### src/hw/exec_pkg.sv
// shared types and constants for the move, return and rotate execution group
package exec_pkg;

  localparam int DATA_W      = 8;
  localparam int ADDR_W      = 6;
  localparam int PC_W        = 10;
  localparam int FILE_WORDS  = 64;
  localparam int STACK_DEPTH = 8;

  localparam logic                DEST_ACC   = 1'h0;
  localparam logic                DEST_FILE  = 1'h1;
  localparam logic [DATA_W-1:0]   ACC_RESET  = 8'h00;
  localparam logic [DATA_W-1:0]   ZERO_VALUE = 8'h00;
  localparam logic [PC_W-1:0]     PC_RESET   = 10'h000;
  localparam logic [PC_W-1:0]     PC_STEP    = 10'h001;
  localparam logic                FLAG_RESET = 1'h0;
  localparam logic                GIE_RESET  = 1'h0;
  localparam logic                GIE_ON     = 1'h1;
  localparam int                  MSB        = DATA_W - 1;

  // execution length of each instruction in core cycles
  localparam int CYCLES_SHORT = 1;
  localparam int CYCLES_LONG  = 2;

  typedef enum logic [3:0] {
    op_idle_instruction,
    op_load_literal_to_accumulator,
    op_store_accumulator_to_file,
    op_copy_file_register,
    op_exit_with_literal,
    op_interrupt_exit_enable,
    op_subroutine_exit,
    op_rotate_left_via_carry,
    op_rotate_right_via_carry,
    op_far_subroutine_jump
  } opcode_t;

  typedef struct packed {
    opcode_t             opcode;
    logic [DATA_W-1:0]   literal;
    logic [ADDR_W-1:0]   file_addr;
    logic                dest_sel;
    logic [PC_W-1:0]     target;
  } instr_t;

  typedef struct packed {
    logic                en;
    logic [ADDR_W-1:0]   addr;
    logic [DATA_W-1:0]   data;
  } file_wr_t;

endpackage : exec_pkg

### src/hw/move_return_rotate_exec.sv
// execution of moves, idle, returns, rotates and the far call of the core
`timescale 1ns/10ps

// Functional notes
// - load literal puts the 8-bit operand in the accumulator, one cycle, flags kept.
// - store copies accumulator into file register 0..63, one cycle, flags kept.
// - copy reads a file register into accumulator or back into itself, one cycle.
// - copy sets zero flag when the moved value is zero, clears it otherwise.
// - exit with literal loads accumulator, pops return address, sets irq allow, 2 cycles.
// - every return pops the stack, level drops by one after reading the top.
// - interrupt exit pops return address, sets irq allow, 2 cycles, no flag changes.
// - subroutine exit pops return address in 2 cycles, nothing else changes.
// - rotate left: old carry to bit 0, bits 6..0 up, bit 7 to carry.
// - rotate right: old carry to bit 7, bits 7..1 down, bit 0 to carry.
// - rotates write accumulator when destination bit is 0, the source register when 1.
// - far call pushes the next instruction address so a return resumes after it.
module move_return_rotate_exec
  import exec_pkg::*;
#(
  parameter int DEPTH = STACK_DEPTH
) (
  // clock, reset, enable
  input  wire logic                         clk,
  input  wire logic                         srst,
  input  wire logic                         ce,
  // decoded instruction from the decoder
  input  wire logic                         instr_valid,
  input  wire exec_pkg::instr_t             instr,
  // progress
  output logic                              busy_r,
  output logic                              done_r,
  // architectural state
  output logic      [exec_pkg::DATA_W-1:0]  acc_r,
  output logic                              zero_r,
  output logic                              carry_r,
  output logic                              gie_r,
  output logic      [exec_pkg::PC_W-1:0]    pc_r,
  output logic      [$clog2(DEPTH)-1:0]     stack_level_r,
  // file register write notice
  output exec_pkg::file_wr_t                file_wr_r
);

  import exec_pkg::*;

  typedef enum logic {st_ready, st_second} state_t;

  function automatic logic is_return(input opcode_t op);
    is_return = (op == op_exit_with_literal) || (op == op_interrupt_exit_enable) ||
                (op == op_subroutine_exit);
  endfunction : is_return

  function automatic logic is_rotate(input opcode_t op);
    is_rotate = (op == op_rotate_left_via_carry) || (op == op_rotate_right_via_carry);
  endfunction : is_rotate

  state_t                 state_r;
  state_t                 state_nxt;
  logic [DATA_W-1:0]      file_mem [FILE_WORDS];
  logic [DATA_W-1:0]      acc_nxt;
  logic                   zero_nxt;
  logic                   carry_nxt;
  logic                   gie_nxt;
  logic [PC_W-1:0]        pc_nxt;
  file_wr_t               file_wr_nxt;

  wire logic              take;
  wire logic              long_op;
  wire logic              is_load;
  wire logic              is_store;
  wire logic              is_copy;
  wire logic              is_exit_lit;
  wire logic              is_irq_exit;
  wire logic              is_call;
  wire logic              rot_op;
  wire logic              ret_op;
  wire logic              to_file;
  wire logic [DATA_W-1:0] src_data;
  wire logic [DATA_W-1:0] rot_result;
  wire logic              rot_carry;
  wire logic [PC_W-1:0]   pc_inc;
  wire logic [PC_W-1:0]   stack_top;
  wire logic [$clog2(DEPTH)-1:0] stack_level;
  wire logic              push;
  wire logic              pop;

  // a new instruction is only taken between instructions; the decoder holds it
  assign take        = ce && instr_valid && (state_r == st_ready);
  assign is_load     = instr.opcode == op_load_literal_to_accumulator;
  assign is_store    = instr.opcode == op_store_accumulator_to_file;
  assign is_copy     = instr.opcode == op_copy_file_register;
  assign is_exit_lit = instr.opcode == op_exit_with_literal;
  assign is_irq_exit = instr.opcode == op_interrupt_exit_enable;
  assign is_call     = instr.opcode == op_far_subroutine_jump;
  assign rot_op      = is_rotate(instr.opcode);
  assign ret_op      = is_return(instr.opcode);
  assign long_op     = ret_op || is_call;
  assign to_file     = instr.dest_sel == DEST_FILE;
  assign src_data    = file_mem[instr.file_addr];
  assign pc_inc      = PC_W'(pc_r + PC_STEP);
  assign push        = take && is_call;
  assign pop         = take && ret_op;

  rotate_carry_unit u_rotate (
    .src       (src_data),
    .carry_in  (carry_r),
    .to_right  (instr.opcode == op_rotate_right_via_carry),
    .result    (rot_result),
    .carry_out (rot_carry)
  );

  return_stack #(
    .DEPTH (DEPTH),
    .WIDTH (PC_W)
  ) u_stack (
    .clk       (clk),
    .srst      (srst),
    .ce        (ce),
    .push      (push),
    .pop       (pop),
    .push_data (pc_inc),
    .top_data  (stack_top),
    .level     (stack_level)
  );

  // accumulator: literal loads, copies and rotates aimed at it
  always_comb begin
    acc_nxt = acc_r;
    if (take && (is_load || is_exit_lit)) begin
      acc_nxt = instr.literal;
    end else if (take && is_copy && !to_file) begin
      acc_nxt = src_data;
    end else if (take && rot_op && !to_file) begin
      acc_nxt = rot_result;
    end
  end

  // file register writes: store, copy back, rotate back
  always_comb begin
    file_wr_nxt      = '0;
    file_wr_nxt.addr = instr.file_addr;
    if (take && is_store) begin
      file_wr_nxt.en   = 1'h1;
      file_wr_nxt.data = acc_r;
    end else if (take && is_copy && to_file) begin
      file_wr_nxt.en   = 1'h1;
      file_wr_nxt.data = src_data;
    end else if (take && rot_op && to_file) begin
      file_wr_nxt.en   = 1'h1;
      file_wr_nxt.data = rot_result;
    end
  end

  // only copy touches zero and only rotates touch carry
  assign zero_nxt  = (take && is_copy) ? (src_data == ZERO_VALUE) : zero_r;
  assign carry_nxt = (take && rot_op) ? rot_carry : carry_r;
  assign gie_nxt   = (take && (is_exit_lit || is_irq_exit)) ? GIE_ON : gie_r;

  // program counter: returns pop, the call jumps, all else steps by one
  always_comb begin
    pc_nxt = pc_r;
    if (take && ret_op) begin
      pc_nxt = stack_top;
    end else if (take && is_call) begin
      pc_nxt = instr.target;
    end else if (take) begin
      pc_nxt = pc_inc;
    end
  end

  // two-cycle instructions spend their second cycle in st_second
  assign state_nxt = (take && long_op) ? st_second : st_ready;

  always_ff @(posedge clk) begin
    if (srst) begin
      state_r <= st_ready;
      busy_r  <= 1'h0;
      done_r  <= 1'h0;
    end else if (ce) begin
      state_r <= state_nxt;
      busy_r  <= state_nxt == st_second;
      done_r  <= (take && !long_op) || (state_r == st_second);
    end
  end

  always_ff @(posedge clk) begin
    if (srst) begin
      acc_r         <= ACC_RESET;
      zero_r        <= FLAG_RESET;
      carry_r       <= FLAG_RESET;
      gie_r         <= GIE_RESET;
      pc_r          <= PC_RESET;
      stack_level_r <= '0;
      file_wr_r     <= '0;
    end else if (ce) begin
      acc_r         <= acc_nxt;
      zero_r        <= zero_nxt;
      carry_r       <= carry_nxt;
      gie_r         <= gie_nxt;
      pc_r          <= pc_nxt;
      stack_level_r <= stack_level;
      file_wr_r     <= file_wr_nxt;
    end
  end

  // file contents are data, not control, so they carry no reset
  always_ff @(posedge clk) begin
    if (ce && file_wr_nxt.en) begin
      file_mem[file_wr_nxt.addr] <= file_wr_nxt.data;
    end
  end
endmodule : move_return_rotate_exec

### src/hw/return_stack.sv
// hardware return-address stack held in flip-flops
`timescale 1ns/10ps
module return_stack #(
  parameter int DEPTH = 8,
  parameter int WIDTH = 10
) (
  // clock, reset and enable
  input  wire logic                     clk,
  input  wire logic                     srst,
  input  wire logic                     ce,
  // stack operations
  input  wire logic                     push,
  input  wire logic                     pop,
  input  wire logic [WIDTH-1:0]         push_data,
  output logic      [WIDTH-1:0]         top_data,
  output logic      [$clog2(DEPTH)-1:0] level
);

  localparam int PTR_W = $clog2(DEPTH);

  logic [WIDTH-1:0] entry_r [DEPTH];
  logic [PTR_W-1:0] ptr_r;
  wire  logic [PTR_W-1:0] top_idx;

  // pointer wraps: overflow overwrites the oldest entry, as small cores do
  assign top_idx  = PTR_W'(ptr_r - 1'b1);
  assign top_data = entry_r[top_idx];
  assign level    = ptr_r;

  always_ff @(posedge clk) begin
    if (srst) begin
      ptr_r <= '0;
    end else if (ce) begin
      if (push) begin
        ptr_r <= PTR_W'(ptr_r + 1'b1);
      end else if (pop) begin
        ptr_r <= top_idx;
      end
    end
  end

  always_ff @(posedge clk) begin
    if (ce && push) begin
      entry_r[ptr_r] <= push_data;
    end
  end

endmodule : return_stack

### src/hw/rotate_carry_unit.sv
// one-bit rotate through carry, either direction
`timescale 1ns/10ps
module rotate_carry_unit (
  // operands
  input  wire logic [exec_pkg::DATA_W-1:0] src,
  input  wire logic                        carry_in,
  input  wire logic                        to_right,
  // results
  output logic      [exec_pkg::DATA_W-1:0] result,
  output logic                             carry_out
);

  import exec_pkg::*;

  wire logic [DATA_W-1:0] left_val;
  wire logic [DATA_W-1:0] right_val;

  assign left_val  = {src[MSB-1:0], carry_in};
  assign right_val = {carry_in, src[MSB:1]};
  assign result    = to_right ? right_val : left_val;
  assign carry_out = to_right ? src[0] : src[MSB];

endmodule : rotate_carry_unit

### config.mk
export PLATFORM = sky130hd
export DESIGN_NAME = move_return_rotate_exec
export DESIGN_NICKNAME = d
export VERILOG_FILES = /design/src/hw/exec_pkg.sv /design/src/hw/move_return_rotate_exec.sv /design/src/hw/return_stack.sv /design/src/hw/rotate_carry_unit.sv
export SDC_FILE = /design/constraint.sdc
export NUM_CORES = 1
export LEC_CHECK = 0
export BUFFER_PORTS_ARGS = -buffer_cell sky130_fd_sc_hd__clkbuf_2
export CORE_MARGIN = 1.5
export CORE_UTILIZATION = 45
export CTS_BUF_LIST = sky130_fd_sc_hd__clkbuf_16
export CTS_CLUSTER_DIAMETER = 120
export CTS_CLUSTER_SIZE = 40
export DETAILED_ROUTE_END_ITERATION = 8
export PLACE_DENSITY = 0.58
export SETUP_SLACK_MARGIN = 0.02
export SYNTH_ARGS = -nofsm -noshare
export SYNTH_HDL_FRONTEND = slang
export SYNTH_SLANG_ARGS = --single-unit
### constraint.sdc
create_clock -name clk -period 16.92 [get_ports clk]
set_input_delay 2.538 -clock clk [delete_from_list [all_inputs] [get_ports clk]]
set_output_delay 2.538 -clock clk [all_outputs]
set_load 0.03 [all_outputs]
# --- Word level (Yosys, flattened, before mapping) ---
# Memories as Yosys holds them, arrays and structs flattened.
# Index checks and enable logic that the tools add are counted.
word_totals:
  reg_bits: 44
  mem_bits_rw: 592
  memories: 2
memory_table:
  columns: ["memory", "depth", "word_bits", "rd", "rd_clocked_by_memory_dff", "write_ports", "line_no", "rtl"]
  rows:
  - ["file_mem", 64, 8, 1, 0, 1, "move_return_rotate_exec.sv:58", "logic [DATA_W-1:0] file_mem [FILE_WORDS];"]
  - ["u_stack.entry_r", 8, 10, 1, 0, 1, "return_stack.sv:21", "logic [WIDTH-1:0] entry_r [DEPTH];"]
classes:
  add_sub_neg: 3
  n_eq_ne: 9
  n_mux: 21
  bitwise_logic: 1
  n_reduce_logical: 35
ops:
  columns: ["op", "n"]
  rows:
  - ["$mux 8", 7]
  - ["$mux 10", 3]
  - ["$logic_and 1x1->1", 17]
  - ["$eq 4x3->1 const B", 4]
  - ["$reduce_and 2->1", 6]
  - ["$add 10x1->10 const B", 1]
  - ["$mux 1", 9]
  - ["$eq 4x2->1 const B", 2]
  - ["$eq 4x4->1 const B", 2]
  - ["$logic_not 8->1", 1]
  - ["$logic_or 1x1->1", 6]
  - ["$mux 3", 2]
  - ["$reduce_bool 3->1", 2]
  - ["$eq 4x1->1 const B", 1]
  - ["$add 3x1->3 const B", 1]
  - ["$sub 3x1->3 const B", 1]
  - ["$logic_not 1->1", 2]
  - ["$reduce_bool 2->1", 1]
  - ["$not 1->1", 1]

# --- Longest topological paths before layout ---
# Gate-level depths: netlist of the first run.
logic_depth:
  ltp_word: 10
  ltp_mapped: 14
  depth_no_buf: 8

# --- Cells and area by module ---
# Synthesis of the first run repeated with hierarchy kept, for this count alone.
hier_totals:
  cells_unflattened: 1578
  area_unflattened_um2: 25824.8
modules_own_cells:
  columns: ["module", "n_inst", "cells_per_inst", "area_per_inst_um2"]
  rows:
  - ["move_return_rotate_exec", 1, 1415, 22387.7]
  - ["return_stack", 1, 153, 3290.7]
  - ["rotate_carry_unit", 1, 10, 146.4]

# --- Worst setup path before layout of the first run ---
# No wires, ideal clock.
synth_path:
  path_type: "in2reg"
  startpoint: "in instr[13] in the netlist's numbering"
  endpoint: "mem file_mem[0][0], data pin"
  arrival_ps: 7106
  path_slack_ps: 9093
  cell_stages: 12
  n_path_buf: 4
  cell_sequence: "buf_2 > buf_4 > nor2_1 > clkbuf_1 > clkbuf_1 > a22oi_1 > a211o_1 > o31ai_1 > nor4_1 > nand4_1 > nor2_1 > o31ai_1"
synth_lines:
  columns: ["element", "line_no", "rtl"]
  rows:
  - ["from (decl)", "move_return_rotate_exec.sv:28", "input wire exec_pkg::instr_t instr,"]
  - ["to (decl)", "move_return_rotate_exec.sv:58", null]

==> results of run 1 <==
Yosys cell counts, types with 9 or more instances:
cell type and number:
sky130_fd_sc_hd__clkbuf_1 68, sky130_fd_sc_hd__mux2i_1 66, sky130_fd_sc_hd__mux2_2 35, sky130_fd_sc_hd__xnor2_1 9, sky130_fd_sc_hd__buf_2 28, sky130_fd_sc_hd__nor2b_1 10
sky130_fd_sc_hd__a31oi_1 16, sky130_fd_sc_hd__a211oi_1 16, sky130_fd_sc_hd__edfxtp_1 592, sky130_fd_sc_hd__nand2b_1 12, sky130_fd_sc_hd__a22oi_1 56, sky130_fd_sc_hd__mux4_2 41
sky130_fd_sc_hd__nor3_1 26, sky130_fd_sc_hd__nor2_1 154, sky130_fd_sc_hd__o22ai_1 27, sky130_fd_sc_hd__a211o_1 9, sky130_fd_sc_hd__o21ai_0 31, sky130_fd_sc_hd__dfxtp_1 44
sky130_fd_sc_hd__a221oi_1 43, sky130_fd_sc_hd__a32oi_1 10, sky130_fd_sc_hd__a22o_1 17, sky130_fd_sc_hd__and3_1 13, sky130_fd_sc_hd__nand2_1 55, sky130_fd_sc_hd__nand3b_1 15
sky130_fd_sc_hd__buf_1 10, sky130_fd_sc_hd__a221o_1 9, sky130_fd_sc_hd__nand3_1 28, sky130_fd_sc_hd__a21oi_1 36, sky130_fd_sc_hd__inv_1 9, sky130_fd_sc_hd__and2_1 11
sky130_fd_sc_hd__nor3b_1 12
per-layer routing:
layer | vias up | share of wire (%) | track usage, % | routed length [um]
li1 | 6632 | - | - | -
met2 | 781 | 45 | 36.6 | 32700
met1 | 8001 | 44 | 37.4 | 31900
met5 | - | 0.019 | 0 | 14
met3 | 74 | 9.7 | 4.69 | 7100
met4 | 2 | 2.0 | 5.55 | 1490
kinds of logic after synthesis:
kind of cell / count (synthesis)
flops: 636
simple gates: 380
mux: 142
fa+ha+maj: 3
buf+inv: 128
compound gates: 350
xor+xnor: 11
final timing paths:
check,from,endpoint,slack [ns],cells past startpoint
min,done_r,done_r,0.50,2
max,instr[13],file_mem[1][1],9.86,11
min reg2reg,done_r,done_r,0.50,2
max reg2reg,state_r,file_mem[51][7],12.27,6
metrics by stage:
stage          util [%]  total power [mW]  std cells  hold WS (ns)  setup slack [ns]
2_1_floorplan         -              1.87       1650         0.603              9.09
3_3_place_gp       48.0              1.94       2408         0.451              9.37
3_5_place_dp       48.0              1.94       2408         0.482              9.33
4_1_cts            48.9              2.58       2441         0.508              9.95
5_1_grt            48.9              2.64       2441         0.530              9.76
6_report           48.9              2.57       2441         0.504              9.86
layout make-up:
class                      count  share of cell area (%)
timing repair buffer         118                    2.62
inverter                      12                   0.163
clock buffer                  20                    1.81
multi-input combinational    886                    24.5
clock inverter                13                   0.176
tap                          756                    3.41
sequential                   636                    67.4
power by group through the flow:
stage	logic, mW	clock network [mW]	registers [mW]
6_report	0.192	0.665	1.71
2_1_floorplan	0.112	0	1.75
3_3_place_gp	0.188	0	1.75
4_1_cts	0.189	0.675	1.71
3_5_place_dp	0.189	0	1.75
5_1_grt	0.201	0.721	1.71
critical path: stages:
cell                       delay, ns
sky130_fd_sc_hd__buf_6          0.54
sky130_fd_sc_hd__buf_4          0.74
sky130_fd_sc_hd__and2_1         0.92
sky130_fd_sc_hd__a221oi_1       0.21
sky130_fd_sc_hd__or3_1          0.47
sky130_fd_sc_hd__o31ai_1        0.14
sky130_fd_sc_hd__a211oi_1       0.13
sky130_fd_sc_hd__nand3_1        0.40
sky130_fd_sc_hd__o211ai_1       0.22
sky130_fd_sc_hd__a31oi_4        0.23
sky130_fd_sc_hd__buf_4          0.61
sequential cells by signal (all words and copies together), names as in the netlist:
name,count
pc_r,10
carry_r,1
stack_level_r,3
file_mem,512
file_wr_r,15
gie_r,1
acc_r,8
u_stack.level,3
zero_r,1
state_r,1
done_r,1
u_stack.entry_r,80
==> qor.yml, run 1 <==
die:
  die-height_um: 243
  io-pin-count: 74
  rows: 87
  floorplan.initialDensity_pct: 45.7
  die_width_um: 243
  fp.dieArea_um2: 58900
  core_area_um2: 56600
power_and_ir_drop:
  power.ir.vdd_worst_mv: 0.0611
  switchingPower_mw: 0.582
  power.share.sequential_pct: 66.7
  clkPwrFrac_pct: 25.9
  share_comb_of_total_power_pct: 7.5
  sw_frac_of_total_pct: 22.7
  total_leakage_power_nw: 9.03
  cellPowerDensity_nw_per_um2: 92.7
  cellInternalPower_mw: 1.99
finish:
  nets: 1709
  nFillCells: 4815
  insertedDiodeCount: 0
  fin_area_um2: 27700
  drive_gt1_share_pct: 14.4
  layout.area.seq_um2: 18700
  layout.cells.most_common_list: "sky130_fd_sc_hd__edfxtp_1, sky130_fd_sc_hd__nor2_1, sky130_fd_sc_hd__clkbuf_2"
  layout.cells.most_common: "sky130_fd_sc_hd__edfxtp_1"
  area_delta_synth_final_pct: 7.08
  multi_input_comb_area_um2: 6770
clocking:
  clockRootBuffer: "sky130_fd_sc_hd__clkbuf_16"
  tritoncts: "built"
  post_cts.repair.setup_buffers: 0
  cts.path.max_buffers: 3
  cts_buffers: 19
  cts.sinks: 636
  cts.htree.levels: 1
  hold_buffers: 0
  worstSkewPairLatency_ns: 0.60
  cts_resized: 0
  path_clk_slew_ns: 0.14
grt:
  first_global_vias: 14956
  global_route.usage.total_pct: 24.6
  antenna_found_initial: 1
  pin_count_of_the_biggest_net_entering_global_routing: 90
  grt_pass1_wl_um: 106000
  globalRoute.totalOverflow: 0
route:
  drc_errors: 0
  drt-vias-per-instance: 6.35
  number_of_vias_after_detailed_routing: 15490
  post_drt_wl_per_cell_um: 30.0
  ant_nets_after_route: 0
  drt_first_pass_iters: 5
  dr.first_iter.drc_count: 1732
  postRouteWirelength_um: 73200
synthesis:
  synthXorXnorAreaFrac_pct: 0.372
  synth_compound_gate_area_share_pct: 10.1
  syn_inst: 1650
  synth.yosys.warnings: 0
  synth_simple_gate_area_share_pct: 7.39
  synth_top_cells_by_area: "sky130_fd_sc_hd__edfxtp_1, sky130_fd_sc_hd__mux4_2, sky130_fd_sc_hd__dfxtp_1"
  synth_top_cell_by_area: "sky130_fd_sc_hd__edfxtp_1"
  synth-edff-count: 592
  asyncSetResetFlopFracSynth_pct: 0
  synth.mux.area_fraction_pct: 7.65
  syn_avg_cell_area_um2: 15.7
  synthFlopType: "sky130_fd_sc_hd__edfxtp_1"
  synth_adder_area_share_pct: 0.145
  synth_fp_nets: 1686
  ys_seq_area_share_pct: 72.1
  yosys.cell_types.count: 76
  netlist.area_leader.share_pct: 68.7
  post_synth_instance_area_um2: 25900
  synth.ff_latch_count: 636
  combinational_family_with_the_most_area_after_synthesis: "compound AO/OA/AOI/OAI gates"
sta:
  final.min_clock_period_ns: 7.06
  report.final.hold_viol_count: 0
  fin_setup_tns_ns: 0
  finalSetupViolCount: 0
  worstMarginPinSlew_ns: 1.31
  fin_worst_skew_ns: 0.0175
  fmax_mhz: 142
  slew_headroom_pct: 12.4
  final.period_utilization_pct: 41.7
  rsz0062_at_grt: "false"
  report.final.slew_viol_count: 0
setup_path:
  worstSetupStartpointType: "input pin"
  path_max_fanout: 72
  cp_data_arrival_time_ns: 7.35
  timing.critical_path.to_type: "flop"
  worst-endpoint-required_ns: 17.21
  timing_worst_setup_path_type: "in -> reg"
min_path:
  hold_path.class: "reg -> reg"
placement:
  number_of_i_o_port_buffers: 73
  place_hpwl_um: 45600
  placed_cell_area_um2: 27100
  routability_driven_placement_congestion_ratio: 0.905
status:
  status: "completed"
job:
  maxCapViolations: 0
Note: power is estimated with default switching activity, not from simulation.
==> run 2, diff against run 1 <==
--- a/config.mk
+++ b/config.mk
@@ -12,7 +12,7 @@
 export CTS_CLUSTER_DIAMETER = 120
 export CTS_CLUSTER_SIZE = 40
 export DETAILED_ROUTE_END_ITERATION = 8
-export PLACE_DENSITY = 0.58
+export PLACE_DENSITY = 0.6
 export SETUP_SLACK_MARGIN = 0.02
 export SYNTH_ARGS = -nofsm -noshare
 export SYNTH_HDL_FRONTEND = slang
==> constraint.sdc (replaced) <==
create_clock -name clk -period 6 [get_ports clk]
set_input_delay 0.9 -clock clk [delete_from_list [all_inputs] [get_ports clk]]
set_output_delay 0.9 -clock clk [all_outputs]
set_load 0.03 [all_outputs]
==> run 2 against run 1 <==
  * Sequential power grew to 2.8 times the previous value
  * Register-to-register slack lost 10 ns
  * First-iteration DRC count grew 15%
  * Highest routed layer unchanged
  * Via count grew 2.8%
  * Worst setup slack lost 8.6 ns
==> qor.yml, run 2 (same netlist as run 1, synthesis figures left out) <==
sta:
  slew_headroom_pct: 8.51
  finalSetupViolCount: 0
  rsz0062_at_grt: "false"
  fmax_mhz: 210
  report.final.hold_viol_count: 0
  worstMarginPinSlew_ns: 1.36
  final.min_clock_period_ns: 4.76
  report.final.slew_viol_count: 0
  fin_setup_tns_ns: 0
  fin_worst_skew_ns: 0.0323
  final.period_utilization_pct: 79.3
grt:
  pin_count_of_the_biggest_net_entering_global_routing: 65
  globalRoute.totalOverflow: 0
  first_global_vias: 15272
  antenna_found_initial: 2
  grt_pass1_wl_um: 109000
  global_route.usage.total_pct: 25.1
route:
  drt-vias-per-instance: 6.36
  postRouteWirelength_um: 74500
  drc_errors: 0
  dr.first_iter.drc_count: 1987
  post_drt_wl_per_cell_um: 29.8
  ant_nets_after_route: 0
  number_of_vias_after_detailed_routing: 15918
  drt_first_pass_iters: 5
finish:
  layout.cells.most_common: "sky130_fd_sc_hd__edfxtp_1"
  final_core_density_pct: 49.9
  largest-register: "file_mem"
  layout.cells.most_common_list: "sky130_fd_sc_hd__edfxtp_1, sky130_fd_sc_hd__nor2_1, sky130_fd_sc_hd__buf_4"
  registers_with_the_most_flip_flops: "file_mem (512), u_stack.entry_r (80), file_wr_r (15)"
  layout.area.seq_um2: 18700
  insertedDiodeCount: 0
  number_of_flip_flops_under_the_largest_register_name: 512
  fin_area_um2: 28200
  area_delta_synth_final_pct: 9.12
  nFillCells: 4805
  multi_input_comb_area_um2: 6770
  nets: 1771
  drive_gt1_share_pct: 17.4
power_and_ir_drop:
  total_leakage_power_nw: 9.37
  report.power.total_mw: 7.28
  power.ir.vdd_worst_mv: 0.257
  cellPowerDensity_nw_per_um2: 258
setup_path:
  critical-path-slowest-cell: "sky130_fd_sc_hd__nor3b_1"
  path_max_fanout: 34
  timing.critical_path.slowest_cell_delay_ns: 1.13
  cell_chain_critical_path: "buf_4, buf_4, nor3b_1, a211o_1, a211oi_1, o22ai_1, nor4_1, mux2i_1, nand2_1, a21oi_4, buf_4"
  r2r_cells: 7
  worst-endpoint-required_ns: 6.37
  timing_worst_setup_path_type: "in -> reg"
  crit_top_cell: "sky130_fd_sc_hd__buf_4"
  worstSetupStartpointType: "input pin"
  timing.critical_path.to_type: "flop"
  regToRegStartpoint: "state_r"
  setup.worst_path.start: "instr[12]"
  rrSetupSlack_ns: 1.90
  cp_data_arrival_time_ns: 5.13
die:
  rows: 87
  io-pin-count: 74
  die-height_um: 243
  core_area_um2: 56600
  fp.dieArea_um2: 58900
  floorplan.initialDensity_pct: 45.7
  die_width_um: 243
job:
  maxCapViolations: 0
placement:
  placed_cell_area_um2: 27700
  number_of_i_o_port_buffers: 73
  routability_driven_placement_congestion_ratio: 0.929
  place_hpwl_um: 48600
clocking:
  clockRootBuffer: "sky130_fd_sc_hd__clkbuf_16"
  cts.htree.levels: 1
  cts.path.max_buffers: 3
  post_cts.repair.setup_buffers: 0
  worstSkewPairLatency_ns: 0.61
  cts_buffers: 19
  tritoncts: "built"
  cts_resized: 0
  hold_buffers: 0
  cts.sinks: 636
  path_clk_slew_ns: 0.13
min_path:
  hold_path.class: "reg -> reg"
  worst_hold_path.num_cells: 2
  worst_hold_startpoint: "gie_r"
status:
  status: "completed"
## run 2: metrics by stage
step	worst slack (ns)	std cells	hold WS, ns
global placement	0.791	2470	0.455
floorplan	0.617	1650	0.603
global route	1.12	2504	0.527
finish	1.24	2504	0.495
detailed placement	0.732	2470	0.466
CTS	1.40	2504	0.499
## run 2: area by class of cell
| type | instances | area share [%] |
|---|---|---|
| Timing Repair Buffer | 180 | 4.45 |
| Sequential cell | 636 | 66.1 |
| Clock inverter | 14 | 0.204 |
| Multi-Input combinational cell | 886 | 24.0 |
| Clock buffer | 20 | 1.77 |
| Tap cell | 756 | 3.35 |
| Inverter | 12 | 0.160 |
## run 2: worst paths after layout
check                     to
max          file_mem[27][4]
min                    gie_r
max reg2reg  file_mem[21][3]
min reg2reg            gie_r
## run 2: critical path, delay by kind of cell
kind | cells | cell delay, ns
AOI/OAI and AO/OA | 4 | 1.14
buffers and inverters | 3 | 1.28
muxes | 1 | 0.24
and+or+nand+nor | 3 | 1.48
## run 2: power by group
| part | switching [mW] | internal, mW |
|---|---|---|
| logic | 0.377 | 0.181 |
| registers | 0.0142 | 4.81 |
| clock network | 1.27 | 0.622 |
| total | 1.66 | 5.62 |
## run 2: metal layers
metal	wire length (um)	vias up	track usage (%)	share of wire, %
met5	34	-	0	0.046
met3	7810	113	4.89	10
met2	33000	890	37.4	44
met4	2180	4	7.14	2.9
li1	-	6767	-	-
met1	31500	8144	37.5	42
==> run 3, diff against run 2 <==
--- a/config.mk
+++ b/config.mk
@@ -5,6 +5,7 @@
 export SDC_FILE = /design/constraint.sdc
 export NUM_CORES = 1
 export LEC_CHECK = 0
+export ABC_AREA = 1
 export BUFFER_PORTS_ARGS = -buffer_cell sky130_fd_sc_hd__clkbuf_2
 export CORE_MARGIN = 1.5
 export CORE_UTILIZATION = 45
==> constraint.sdc (replaced) <==
create_clock -name clk -period 4.02 [get_ports clk]
set_input_delay 0.603 -clock clk [delete_from_list [all_inputs] [get_ports clk]]
set_output_delay 0.603 -clock clk [all_outputs]
set_load 0.03 [all_outputs]
==> run 3 against run 2 <==
  * Power increased by 48%
  * Design area increased by 4.7%
  * Global-route usage shrank 2.7 points
  * Worst setup slack got worse by 0.21 ns
  * Combinational power grew 31%
  * Routed wire length is 5.5% lower
  * Register-to-register slack got worse by 0.77 ns
  * First-iteration DRC count is 1.6% lower
  * Critical path depth is 1 higher
  * Synthesized area increased by 5.7%
  * Clock-buffer cell count decreased by 1
  * Critical path type unchanged
  * Highest routed layer is now met4
==> qor.yml, run 3 <==
status:
  status: "completed"
route:
  dr.first_iter.drc_count: 1955
  drt_first_pass_iters: 6
  drt-vias-per-instance: 5.31
  ant_nets_after_route: 0
  number_of_vias_after_detailed_routing: 19015
  drc_errors: 0
  post_drt_wl_per_cell_um: 19.7
  postRouteWirelength_um: 70500
sta:
  worstMarginPinSlew_ns: 1.22
  rsz0062_at_grt: "false"
  final.period_utilization_pct: 74.3
  fin_worst_skew_ns: 0.0488
  report.final.hold_viol_count: 0
  fmax_mhz: 335
  slew_headroom_pct: 18.5
  finalSetupViolCount: 0
  final.min_clock_period_ns: 2.99
  fin_setup_tns_ns: 0
  report.final.slew_viol_count: 0
synthesis:
  yosys.cell_types.count: 35
  synth_commonest_cells: "sky130_fd_sc_hd__nand2_1, sky130_fd_sc_hd__edfxtp_1, sky130_fd_sc_hd__nor2_1, sky130_fd_sc_hd__o21ai_0, sky130_fd_sc_hd__nand3_1"
  netlist.area_leader.share_pct: 65.0
  synth_top_cell_by_area: "sky130_fd_sc_hd__edfxtp_1"
  synth_fp_nets: 2755
  synthFlopType: "sky130_fd_sc_hd__edfxtp_1"
  syn_inst: 2719
  syn_avg_cell_area_um2: 10.1
  ys_seq_area_share_pct: 68.3
  synth.yosys.warnings: 0
  synth_top_cells_by_area: "sky130_fd_sc_hd__edfxtp_1, sky130_fd_sc_hd__nand2_1, sky130_fd_sc_hd__dfxtp_1"
  synth.ff_latch_count: 636
  post_synth_instance_area_um2: 27300
  synth-edff-count: 592
  asyncSetResetFlopFracSynth_pct: 0
  yosys.cell_count.top_type: "sky130_fd_sc_hd__nand2_1"
clocking:
  hold_buffers: 0
  post_cts.repair.setup_buffers: 0
  tritoncts: "built"
  cts_resized: 0
  path_clk_slew_ns: 0.14
  cts.path.max_buffers: 3
  cts_buffers: 19
  worstSkewPairLatency_ns: 0.61
  clockRootBuffer: "sky130_fd_sc_hd__clkbuf_16"
  cts.sinks: 636
  cts.htree.levels: 1
finish:
  largest-register: "file_mem"
  number_of_flip_flops_under_the_largest_register_name: 512
  nets: 2822
  nFillCells: 5486
  area_delta_synth_final_pct: 8.17
  layout.cells.most_common: "sky130_fd_sc_hd__nand2_1"
  multi_input_comb_area_um2: 7770
  layout.area.seq_um2: 18700
  drive_gt1_share_pct: 8.36
  layout.cells.most_common_list: "sky130_fd_sc_hd__nand2_1, sky130_fd_sc_hd__edfxtp_1, sky130_fd_sc_hd__nor2_1"
  insertedDiodeCount: 0
  registers_with_the_most_flip_flops: "file_mem (512), u_stack.entry_r (80), file_wr_r (15)"
grt:
  pin_count_of_the_biggest_net_entering_global_routing: 109
  antenna_found_initial: 0
  globalRoute.totalOverflow: 0
  grt_pass1_wl_um: 107000
  first_global_vias: 17569
  global_route.usage.total_pct: 22.4
setup_path:
  cp_data_arrival_time_ns: 3.28
  timing.critical_path.to_type: "flop"
  worstSetupStartpointType: "input pin"
  r2r_cells: 9
  timing_worst_setup_path_type: "in -> reg"
  worst-endpoint-required_ns: 4.31
  path_max_fanout: 64
die:
  fp.dieArea_um2: 62200
  die_width_um: 249
  io-pin-count: 74
  floorplan.initialDensity_pct: 45.4
  core_area_um2: 60200
  rows: 90
  die-height_um: 249
power_and_ir_drop:
  report.power.total_mw: 10.8
  power.ir.vdd_worst_mv: 0.255
  cellPowerDensity_nw_per_um2: 364
  total_leakage_power_nw: 12.6
job:
  maxCapViolations: 0
min_path:
  hold_path.class: "in -> reg"
  worst_hold_path.num_cells: 3
placement:
  number_of_i_o_port_buffers: 73
  place_hpwl_um: 43400
  routability_driven_placement_congestion_ratio: 0.864
[run 3: changes by cell type after synthesis, moves of 20 or more]
| cell | change |
|---|---|
| sky130_fd_sc_hd__a221oi_1 | -42 |
| sky130_fd_sc_hd__a22oi_1 | -56 |
| sky130_fd_sc_hd__buf_2 | +23 |
| sky130_fd_sc_hd__clkbuf_1 | -20 |
| sky130_fd_sc_hd__inv_1 | +46 |
| sky130_fd_sc_hd__mux2_2 | -35 |
| sky130_fd_sc_hd__mux2i_1 | -66 |
| sky130_fd_sc_hd__mux4_2 | -41 |
| sky130_fd_sc_hd__nand2_1 | +1347 |
| sky130_fd_sc_hd__nand3_1 | +39 |
| sky130_fd_sc_hd__o21ai_0 | +50 |
| sky130_fd_sc_hd__o22ai_1 | -22 |
[run 3: routing by layer]
layer | track usage (%) | up-vias | share of wire [%]
li1 | - | 9100 | -
met1 | 33.2 | 9239 | 46
met2 | 35.6 | 613 | 46
met3 | 2.39 | 63 | 6.1
met4 | 5.05 | 0 | 1.9
met5 | 0 | - | 0
[run 3: critical path, stage by stage]
cell and delay [ns]:
sky130_fd_sc_hd__buf_4 0.14, sky130_fd_sc_hd__buf_12 0.19, sky130_fd_sc_hd__nor2_1 0.70, sky130_fd_sc_hd__o211ai_1 0.18
sky130_fd_sc_hd__nand2_1 0.12, sky130_fd_sc_hd__o21ai_0 0.15, sky130_fd_sc_hd__nand2_1 0.11, sky130_fd_sc_hd__nor2_2 0.08
sky130_fd_sc_hd__nand3_1 0.12, sky130_fd_sc_hd__nand3_1 0.14, sky130_fd_sc_hd__nand3_2 0.11, sky130_fd_sc_hd__buf_4 0.53
[run 3: final timing paths]
path	from	slack [ns]	end
setup / recovery	instr[12]	1.03	file_mem[62][5]
hold / removal	instr[21]	0.27	acc_r[4]
setup reg to reg	state_r	1.13	file_mem[40][1]
hold reg to reg	gie_r	0.50	gie_r
[run 3: power by group]
group	internal, mW	switching (mW)	leakage [nW]
logic	0.191	0.541	5.85
clock network	0.953	1.88	0.322
registers	7.16	0.0209	6.46
[run 3: stage by stage]
step,hold slack [ns],cells,util (%),instance area (um2),worst slack [ns]
floorplan,0.601,2719,-,27300,0.822
global placement,0.464,3547,48.1,29000,0.522
detailed placement,0.468,3547,48.1,29000,0.484
CTS,0.247,3581,49.1,29600,1.09
global route,0.253,3581,49.1,29600,0.862
finish,0.273,3581,49.1,29600,1.03
[run 3: area by class of cell]
class                      instances  area share (%)
sequential                       636            63.1
multi-input combinational       1884            26.3
clock inverter                    15           0.296
tap                              782            3.31
timing repair buffer             175            4.50
clock buffer                      19            1.61
inverter                          70           0.914
[run 3: logic make-up (layout without fill, tap and decap cells)]
logic type,Yosys count,in the layout,synth area share (%)
compound gates,195,195,4.05
simple gates,1677,1677,23.8
buf+inv,199,279,3.47
fa+ha+maj,3,3,0.137
xor+xnor,9,9,0.288
flops,636,636,68.3
